## src/hdl/sdadc_consts.vh

```
// Purpose: constants of the delta-sigma converter control block
// Assumes: included by its bare name from the design file
// Notes: offsets are byte addresses on the register bus
`ifndef SDADC_CONSTS_VH
`define SDADC_CONSTS_VH

`define OFS_CTRL_A 4'h0
`define OFS_CTRL_B 4'h4
`define OFS_RESULT 4'h8
`define OFS_IRQ_CTL 4'hc

`define CTRL_A_WMASK 32'h003f007f
`define CTRL_B_WMASK 32'h1f3f00ff
`define CTRL_RESET 32'h00000000
`define MASK_ALL 8'hff

`define A_ON 0
`define A_RUN 1
`define A_OSR_LO 2
`define A_FAST 6
`define A_NREF_LO 16
`define A_PREF_LO 18
`define A_RSHORT 20
`define A_SSHORT 21

`define B_NIN_LO 0
`define B_PIN_LO 4
`define B_PGA_LO 16
`define B_HALF 19
`define B_MGAIN_LO 20
`define B_ZOFS_LO 24
`define B_LADDER 28

`define OSR_MAX_CODE 4'ha
`define OSR_LOG_TOP 4'hf
`define RESULT_SHIFT_UP 23
`define DISCARD_COUNT 2'h2
`define CHOP_HALF_NORMAL 7'h40
`define CHOP_HALF_FAST 7'h10

`define CORE_CLK_HZ 100000000
`define CONV_CLK_HZ 330000

`endif

```

## src/hdl/sigma_delta_adc_control.v

```verilog
// Purpose: register file, converter clock, chopper and sinc3 decimator
//          of a 24-bit delta-sigma converter
// Assumes: modulator bit arrives asynchronously on a pin
// Notes: one wait state on every bus access
//
// Our own choice: the Avalon-MM register port.
`include "sdadc_consts.vh"
`timescale 1ns/1ns
`default_nettype none

module sigma_delta_adc_control #(
	parameter integer ACC_W = 48,
	parameter integer CLK_HALF =
		(`CORE_CLK_HZ + 2 * `CONV_CLK_HZ - 1) / (2 * `CONV_CLK_HZ)
) (
	input wire core_clk_i,
	input wire rst_n_i,
	input wire [3:0] avs_address_i,
	input wire avs_read_i,
	input wire avs_write_i,
	input wire [31:0] avs_writedata_i,
	input wire [3:0] avs_byteenable_i,
	output reg [31:0] avs_readdata_o,
	output wire avs_waitrequest_o,
	input wire mod_bit_i,
	output reg converter_clock_o,
	output reg chop_o,
	output reg signal_input_short_o,
	output reg reference_input_short_o,
	output reg [3:0] pos_reference_onehot_o,
	output reg [3:0] neg_reference_onehot_o,
	output reg ladder_pin_route_en_o,
	output reg zero_offset_negative_o,
	output reg [2:0] zero_offset_eighths_o,
	output reg [2:0] modulator_gain_o,
	output reg [5:0] preamp_gain_o,
	output reg reference_halving_o,
	output reg [9:0] pos_input_onehot_o,
	output reg [9:0] neg_input_onehot_o,
	output reg [23:0] conversion_value_o,
	output reg result_valid_o,
	output reg result_irq_o
);

	reg [31:0] ctrl_a_q;
	reg [31:0] ctrl_a_d;
	reg [31:0] ctrl_b_q;
	reg [31:0] ctrl_b_d;
	reg irq_en_q;
	reg ack_q;
	reg [31:0] rdata_d;
	reg mod_s1_q;
	reg mod_s2_q;
	reg [15:0] div_q;
	reg tick_q;
	reg [6:0] chop_cnt_q;
	reg signed [ACC_W-1:0] int1_q;
	reg signed [ACC_W-1:0] int2_q;
	reg signed [ACC_W-1:0] int3_q;
	reg signed [ACC_W-1:0] dly1_q;
	reg signed [ACC_W-1:0] dly2_q;
	reg signed [ACC_W-1:0] dly3_q;
	reg [15:0] dec_cnt_q;
	reg [1:0] discard_q;
	reg signed [ACC_W-1:0] comb1;
	reg signed [ACC_W-1:0] comb2;
	reg signed [ACC_W-1:0] comb3;
	reg signed [ACC_W+23:0] scaled;
	reg [23:0] sat_val;
	reg [3:0] log_r;
	reg [15:0] dec_last;
	reg [6:0] chop_half;

	wire wr_take = avs_write_i & ack_q;
	wire on_bit = ctrl_a_q[`A_ON];
	wire run_bit = ctrl_a_q[`A_RUN];
	wire [3:0] osr_code = ctrl_a_q[`A_OSR_LO +: 4];
	wire cic_hold = ~on_bit | ~run_bit;
	wire signed [ACC_W-1:0] step =
		mod_s2_q ? {{(ACC_W-1){1'b0}}, 1'b1} : {ACC_W{1'b1}};

	assign avs_waitrequest_o = (avs_read_i | avs_write_i) & ~ack_q;

	// mask-qualified byte writes, except the upper half of control word B, written by byte enable alone; mask bytes are never stored
	always @* begin
		ctrl_a_d = ctrl_a_q;
		ctrl_b_d = ctrl_b_q;
		if (wr_take && avs_address_i == `OFS_CTRL_A) begin
			if (avs_byteenable_i[3] && avs_byteenable_i[2] &&
			    avs_writedata_i[31:24] == `MASK_ALL)
				ctrl_a_d[23:16] = avs_writedata_i[23:16];
			if (avs_byteenable_i[1] && avs_byteenable_i[0] &&
			    avs_writedata_i[15:8] == `MASK_ALL)
				ctrl_a_d[7:0] = avs_writedata_i[7:0];
			ctrl_a_d = ctrl_a_d & `CTRL_A_WMASK;
		end
		if (wr_take && avs_address_i == `OFS_CTRL_B) begin
			if (avs_byteenable_i[3])
				ctrl_b_d[31:24] = avs_writedata_i[31:24];
			if (avs_byteenable_i[2])
				ctrl_b_d[23:16] = avs_writedata_i[23:16];
			if (avs_byteenable_i[1] && avs_byteenable_i[0] &&
			    avs_writedata_i[15:8] == `MASK_ALL)
				ctrl_b_d[7:0] = avs_writedata_i[7:0];
			ctrl_b_d = ctrl_b_d & `CTRL_B_WMASK;
		end
	end

	always @* begin
		case (avs_address_i)
		`OFS_CTRL_A: rdata_d = ctrl_a_q;
		`OFS_CTRL_B: rdata_d = ctrl_b_q;
		`OFS_RESULT: rdata_d = {conversion_value_o, 8'h00};
		`OFS_IRQ_CTL: rdata_d = {31'h00000000, irq_en_q};
		default: rdata_d = 32'h00000000;
		endcase
	end

	always @(posedge core_clk_i) begin
		if (!rst_n_i) begin
			ctrl_a_q <= `CTRL_RESET;
			ctrl_b_q <= `CTRL_RESET;
			irq_en_q <= 1'b0;
			ack_q <= 1'b0;
			avs_readdata_o <= 32'h00000000;
		end else begin
			ctrl_a_q <= ctrl_a_d;
			ctrl_b_q <= ctrl_b_d;
			if (wr_take && avs_address_i == `OFS_IRQ_CTL &&
			    avs_byteenable_i[0])
				irq_en_q <= avs_writedata_i[0];
			ack_q <= (avs_read_i | avs_write_i) & ~ack_q;
			if (avs_read_i && !ack_q)
				avs_readdata_o <= rdata_d;
		end
	end

	// converter clock from the core clock, near 330 kHz, never above
	always @(posedge core_clk_i) begin
		if (!rst_n_i || !on_bit) begin
			div_q <= 16'h0000;
			converter_clock_o <= 1'b0;
			tick_q <= 1'b0;
		end else if (div_q == CLK_HALF[15:0] - 16'h0001) begin
			div_q <= 16'h0000;
			converter_clock_o <= ~converter_clock_o;
			tick_q <= ~converter_clock_o;
		end else begin
			div_q <= div_q + 16'h0001;
			tick_q <= 1'b0;
		end
	end

	always @(posedge core_clk_i) begin
		if (!rst_n_i) begin
			mod_s1_q <= 1'b0;
			mod_s2_q <= 1'b0;
		end else begin
			mod_s1_q <= mod_bit_i;
			mod_s2_q <= mod_s1_q;
		end
	end

	always @* begin
		chop_half = ctrl_a_q[`A_FAST] ? `CHOP_HALF_FAST
			: `CHOP_HALF_NORMAL;
	end

	always @(posedge core_clk_i) begin
		if (!rst_n_i || !on_bit) begin
			chop_cnt_q <= 7'h00;
			chop_o <= 1'b0;
		end else if (tick_q) begin
			if (chop_cnt_q >= chop_half - 7'h01) begin
				chop_cnt_q <= 7'h00;
				chop_o <= ~chop_o;
			end else begin
				chop_cnt_q <= chop_cnt_q + 7'h01;
			end
		end
	end

	// decimation length is two to the power log_r
	always @* begin
		if (osr_code > `OSR_MAX_CODE)
			log_r = `OSR_LOG_TOP;
		else
			log_r = `OSR_LOG_TOP - osr_code;
		dec_last = (16'h0001 << log_r) - 16'h0001;
		comb1 = int3_q - dly1_q;
		comb2 = comb1 - dly2_q;
		comb3 = comb2 - dly3_q;
		// gain is 2^(3*log_r); bring full scale to 2^23
		// kept signed so that the right shift is arithmetic for negatives
		scaled = ($signed({{24{comb3[ACC_W-1]}}, comb3}) <<<
			`RESULT_SHIFT_UP) >>> (3 * log_r);
		if (scaled > $signed({{(ACC_W+1){1'b0}}, 23'h7fffff}))
			sat_val = 24'h7fffff;
		else if (scaled < -$signed({{(ACC_W+1){1'b0}}, 23'h7fffff})
			- 1)
			sat_val = 24'h800000;
		else
			sat_val = scaled[23:0];
	end

	always @(posedge core_clk_i) begin
		if (!rst_n_i || cic_hold) begin
			int1_q <= {ACC_W{1'b0}};
			int2_q <= {ACC_W{1'b0}};
			int3_q <= {ACC_W{1'b0}};
			dly1_q <= {ACC_W{1'b0}};
			dly2_q <= {ACC_W{1'b0}};
			dly3_q <= {ACC_W{1'b0}};
			dec_cnt_q <= 16'h0000;
			discard_q <= 2'h0;
		end else if (tick_q) begin
			int1_q <= int1_q + step;
			int2_q <= int2_q + int1_q;
			int3_q <= int3_q + int2_q;
			if (dec_cnt_q >= dec_last) begin
				dec_cnt_q <= 16'h0000;
				dly1_q <= int3_q;
				dly2_q <= comb1;
				dly3_q <= comb2;
				if (discard_q != `DISCARD_COUNT)
					discard_q <= discard_q + 2'h1;
			end else begin
				dec_cnt_q <= dec_cnt_q + 16'h0001;
			end
		end
	end

	// result held while disabled; only settled outputs are loaded
	always @(posedge core_clk_i) begin
		if (!rst_n_i) begin
			conversion_value_o <= 24'h000000;
			result_valid_o <= 1'b0;
			result_irq_o <= 1'b0;
		end else if (!cic_hold && tick_q && dec_cnt_q >= dec_last &&
		             discard_q == `DISCARD_COUNT) begin
			conversion_value_o <= sat_val;
			result_valid_o <= 1'b1;
			result_irq_o <= irq_en_q;
		end else begin
			result_valid_o <= 1'b0;
			result_irq_o <= 1'b0;
		end
	end

	// analog switch controls, registered from the control fields
	always @(posedge core_clk_i) begin
		if (!rst_n_i) begin
			signal_input_short_o <= 1'b0;
			reference_input_short_o <= 1'b0;
			pos_reference_onehot_o <= 4'h1;
			neg_reference_onehot_o <= 4'h1;
			ladder_pin_route_en_o <= 1'b0;
			zero_offset_negative_o <= 1'b0;
			zero_offset_eighths_o <= 3'h0;
			modulator_gain_o <= 3'h1;
			preamp_gain_o <= 6'h01;
			reference_halving_o <= 1'b0;
			pos_input_onehot_o <= 10'h001;
			neg_input_onehot_o <= 10'h001;
		end else begin
			signal_input_short_o <= ctrl_a_q[`A_SSHORT];
			reference_input_short_o <= ctrl_a_q[`A_RSHORT];
			// bit0 supply/ground, bit1 first pin, bit2 second, bit3 buffer
			pos_reference_onehot_o <=
				4'h1 << ctrl_a_q[`A_PREF_LO +: 2];
			neg_reference_onehot_o <=
				4'h1 << ctrl_a_q[`A_NREF_LO +: 2];
			ladder_pin_route_en_o <= ctrl_b_q[`B_LADDER];
			zero_offset_negative_o <= ctrl_b_q[`B_ZOFS_LO + 3];
			zero_offset_eighths_o <= ctrl_b_q[`B_ZOFS_LO +: 3];
			reference_halving_o <= ctrl_b_q[`B_HALF];
			case (ctrl_b_q[`B_MGAIN_LO +: 2])
			2'h1: modulator_gain_o <= 3'h2;
			2'h3: modulator_gain_o <= 3'h4;
			default: modulator_gain_o <= 3'h1;
			endcase
			case (ctrl_b_q[`B_PGA_LO +: 3])
			3'h0: preamp_gain_o <= 6'h01;
			3'h1: preamp_gain_o <= 6'h08;
			3'h2: preamp_gain_o <= 6'h08;
			3'h3: preamp_gain_o <= 6'h10;
			3'h4: preamp_gain_o <= 6'h10;
			3'h7: preamp_gain_o <= 6'h20;
			default: preamp_gain_o <= 6'h18;
			endcase
			// reserved codes open every switch
			if (ctrl_b_q[`B_PIN_LO +: 4] > 4'h9)
				pos_input_onehot_o <= 10'h000;
			else
				pos_input_onehot_o <=
					10'h001 << ctrl_b_q[`B_PIN_LO +: 4];
			if (ctrl_b_q[`B_NIN_LO +: 4] > 4'h9)
				neg_input_onehot_o <= 10'h000;
			else
				neg_input_onehot_o <=
					10'h001 << ctrl_b_q[`B_NIN_LO +: 4];
		end
	end

endmodule

`default_nettype wire

```

## config.mk

```make
export PLATFORM = sky130hd
export DESIGN_NAME = sigma_delta_adc_control
export DESIGN_NICKNAME = d
export VERILOG_FILES = /design/src/hdl/sigma_delta_adc_control.v
export VERILOG_INCLUDE_DIRS = /design/src /design/src/hdl
export SDC_FILE = /design/constraint.sdc
export NUM_CORES = 2
export LEC_CHECK = 0
export BUFFER_PORTS_ARGS = -buffer_cell sky130_fd_sc_hd__buf_2
export CAP_MARGIN = 20
export CORE_ASPECT_RATIO = 0.8
export CORE_UTILIZATION = 51
export DETAILED_ROUTE_END_ITERATION = 8
export HOLD_SLACK_MARGIN = 0.06
export PLACE_DENSITY = 0.65
export SLEW_MARGIN = 30
export SYNTH_ARGS = -nofsm -noshare
export SYNTH_HDL_FRONTEND = slang
export SYNTH_SLANG_ARGS = --single-unit
```

## constraint.sdc

```tcl
create_clock -name core_clk_i -period 11.1 [get_ports core_clk_i]
set_clock_uncertainty 0.05 [all_clocks]
set_input_delay 1.11 -clock core_clk_i [delete_from_list [all_inputs] [get_ports core_clk_i]]
set_output_delay 1.11 -clock core_clk_i [all_outputs]
set_load 0.02 [all_outputs]
```

==> results.py <==
metrics = {
    "finish": {
        "area_delta_synth_final_pct": 10.5,
        "n_antenna_cell": 0,
        "drive_gt1_share_pct": 9.90,
        "final_nets": 5428,
        "fin_util_pct": 57.0,
    },
    "power": {
        "leakagePower_nw": 17.5,
        "peakVddDrop_mv": 0.128,
        "p_per_area_nw_per_um2": 85.3,
        "finalPower_mw": 3.59,
    },
    "min_path": {
        "hp-class": "reg2reg",
    },
    "synthesis": {
        "synth.most_common_cell": "nand2_1",
        "synth-seq-cells": 469,
        "yosys-top-cells-count": "nand2_1 (591), a21oi_1 (480), dfxtp_1 (469)",
        "synthTopCellsByArea": "dfxtp_1 (25%), ha_1 (10%), a21oi_1 (6.3%)",
        "syn-cell-area_um2": 38000,
        "yosysTopAreaCellShare_pct": 24.7,
        "async_flop_share_pct": 0,
        "syn_inst": 4989,
        "ys_types": 105,
        "synth_edf_count": 0,
        "synth_warnings": 0,
        "avgSynthCellArea_um2": 7.63,
        "ys_seq_area_share_pct": 24.7,
        "yosys.area.top_type": "dfxtp_1",
        "synthFlopType": "dfxtp_1",
    },
    "clock_tree": {
        "holdBufCountCts": 0,
        "cts_tree": "built",
        "clk_pin_slew_ps": 60,
        "clock-sinks": 469,
        "cts_buffers": 51,
        "clkLatencyLatePin_ps": 620,
        "cts.path.max_buffers": 3,
        "cts.root.buffer_cell": "clkbuf_16",
        "htreeDepth": 2,
    },
    "timing": {
        "min_period_ps": 10460,
        "relSlewSlack_pct": 35.6,
        "finalSetupTns_ps": 0,
        "slew_viol_final": 0,
        "worst_pin_slew_ps": 965,
        "layout_setup_ws_ps": 644,
        "grt_setup_unrepaired": "false",
        "setup_viol": 0,
        "period_share_pct": 94.2,
        "hold_viol_final": 0,
        "fmaxAchievable_ghz": 0.0956,
    },
    "routing": {
        "wire_per_inst_um": 17.5,
        "dr.pass1.iters": 6,
        "vias": 36400,
        "drc_errors": 0,
        "drt_iter0_drc": 3389,
        "ant_nets": 0,
        "wl_um": 107000,
        "viasPerCell": 5.96,
    },
    "placed_design": {
        "dp_hpwl_um": 79900,
        "place_congestion": 0.984,
        "preCtsSetupSlack_ps": 478,
        "numPortBuffers": 146,
    },
    "critical_path": {
        "critPathBufInv": 4,
        "critical_path.top_delay_family": "compound AO/OA/AOI/OAI gates",
        "endpoint_kind": "flip-flop",
        "worstPathRequired_ps": 11550,
        "startpoint_type": "flip-flop",
        "cp_data_arrival_time_ps": 10900,
        "cp_common_cell": "a21oi_1",
        "crit_fanout": 23,
        "critPathKind": "reg2reg",
        "max_stage_delay_ps": 560,
        "slowest_stage": "or4_4",
    },
    "floorplan": {
        "die_x_um": 307,
        "dieArea_um2": 75700,
        "rows": 89,
        "start_util_pct": 51.5,
        "core_um2": 73800,
        "die_height_um": 246,
        "io-pin-count": 151,
    },
    "grt": {
        "use_met3_pct": 5.36,
        "grt_util_met1_pct": 41.0,
        "grt_pass1_wl_um": 173000,
        "gr-usage-all-layers_pct": 27.5,
        "antenna_found_initial": 1,
        "grt_pass1_vias": 33100,
        "grt_start_max_net_pins": 119,
        "grt_overflow_total": 0,
        "grt_util_met2_pct": 40.4,
        "grt-busiest-layer": "met1",
    },
    "status": {
        "status": "finished, final reports clean",
    },
    "run": {
        "maxCapViolCount": 0,
    },
}
==> worst register-to-register path: cells and delay by family, from the launching register on <==
family / cells / cell delay (ps)
AOI/OAI and AO/OA: 25 / 4290
DFF: 1 / 310
and+or+nand+nor: 13 / 3310
xor gates and xnor gates: 2 / 330
muxes: 1 / 330
buffers and inverters: 4 / 450
adders and majority gates: 4 / 1260
==> flip-flops by register name, summed over array words and instances (netlist names), 7 cells and up <==
name                count
avs_readdata_o         32
chop_cnt_q              7
conversion_value_o     24
ctrl_a_q               13
ctrl_b_q               19
dec_cnt_q              16
div_q                  16
dly1_q                 48
dly2_q                 48
dly3_q                 48
int1_q                 48
int2_q                 48
int3_q                 48
neg_input_onehot_o     10
pos_input_onehot_o     10
==> report_power, final <==
| group | leakage [nW] | internal [mW] | switching, mW |
|---|---|---|---|
| clock | 0.886 | 1.10 | 0.731 |
| combinational | 12.9 | 0.0289 | 0.0445 |
| sequential | 3.78 | 1.69 | 0.00145 |
| total | 17.5 | 2.81 | 0.777 |
==> placed cells by master (no fill, tap or decap), types with 48 or more instances in the layout <==
cell type / count
o21bai_1: 48
buf_4: 116
xnor2_1: 161
dfxtp_1: 468
mux2i_1: 177
a31oi_1: 61
inv_1: 234
clkbuf_16: 52
buf_2: 145
nor2_1: 451
nor3_1: 118
nand2_1: 589
a211oi_1: 75
and3_1: 59
ha_1: 313
a21o_1: 124
xor2_1: 99
nand3_1: 140
nor2b_1: 84
o21a_1: 53
a21oi_1: 474
nand2b_1: 61
nand4_1: 60
o21ai_0: 187
==> area by class of cell <==
type / count / area (µm²)
well taps: 1001 / 1250
inverters: 239 / 897
flip-flops and latches: 469 / 9390
clock buffers: 67 / 1440
repair buffers: 265 / 1670
fillers: 7051 / 31800
multi-input cells: 4036 / 27000
clock inverters: 23 / 358
==> final timing paths <==
path                                   start                endpoint  slack, ps  cells after the start
worst max-delay path               int3_q[0]  conversion_value_o[10]        640                     49
worst min-delay path            ctrl_b_q[20]     modulator_gain_o[0]        390                      1
worst max register to register     int3_q[0]  conversion_value_o[10]        640                     49
worst min register to register  ctrl_b_q[20]     modulator_gain_o[0]        390                      1
==> metal layers <==
layer,part of all wire [%],wire length [µm]
met3,8.0,8490
met4,1.9,2040
met5,0,0
met1,49,52800
met2,41,43300
==> logic make-up after synthesis <==
logic type               after synthesis  share of synthesized area (%)
AO/OA/AOI/OAI                       1474                           25.6
XOR/XNOR                             265                           6.10
adder cells (fa/ha/maj)              321                           10.7
buffers and inverters                487                           4.98
flip-flops                           469                           24.7
multiplexers                         212                           6.28
other                                  2                         0.0197
AND/OR/NAND/NOR                     1759                           21.6
==> metrics by stage <==
stage | std cells | area (µm²) | hold WS, ps
floorplan | 4992 | 38100 | 350
detailed placement | 6008 | 40100 | 381
finish | 6100 | 42100 | 391
global placement | 6008 | 40100 | 374
CTS | 6098 | 41900 | 395
global route | 6100 | 42100 | 414
==> what timing repair did <==
action | in CTS | in global routing
gates resized for setup | 0 | 36
endpoints found under the setup margin | 0 | 23
buffers inserted | 0 | 2
(Power assumes the default switching activity.)
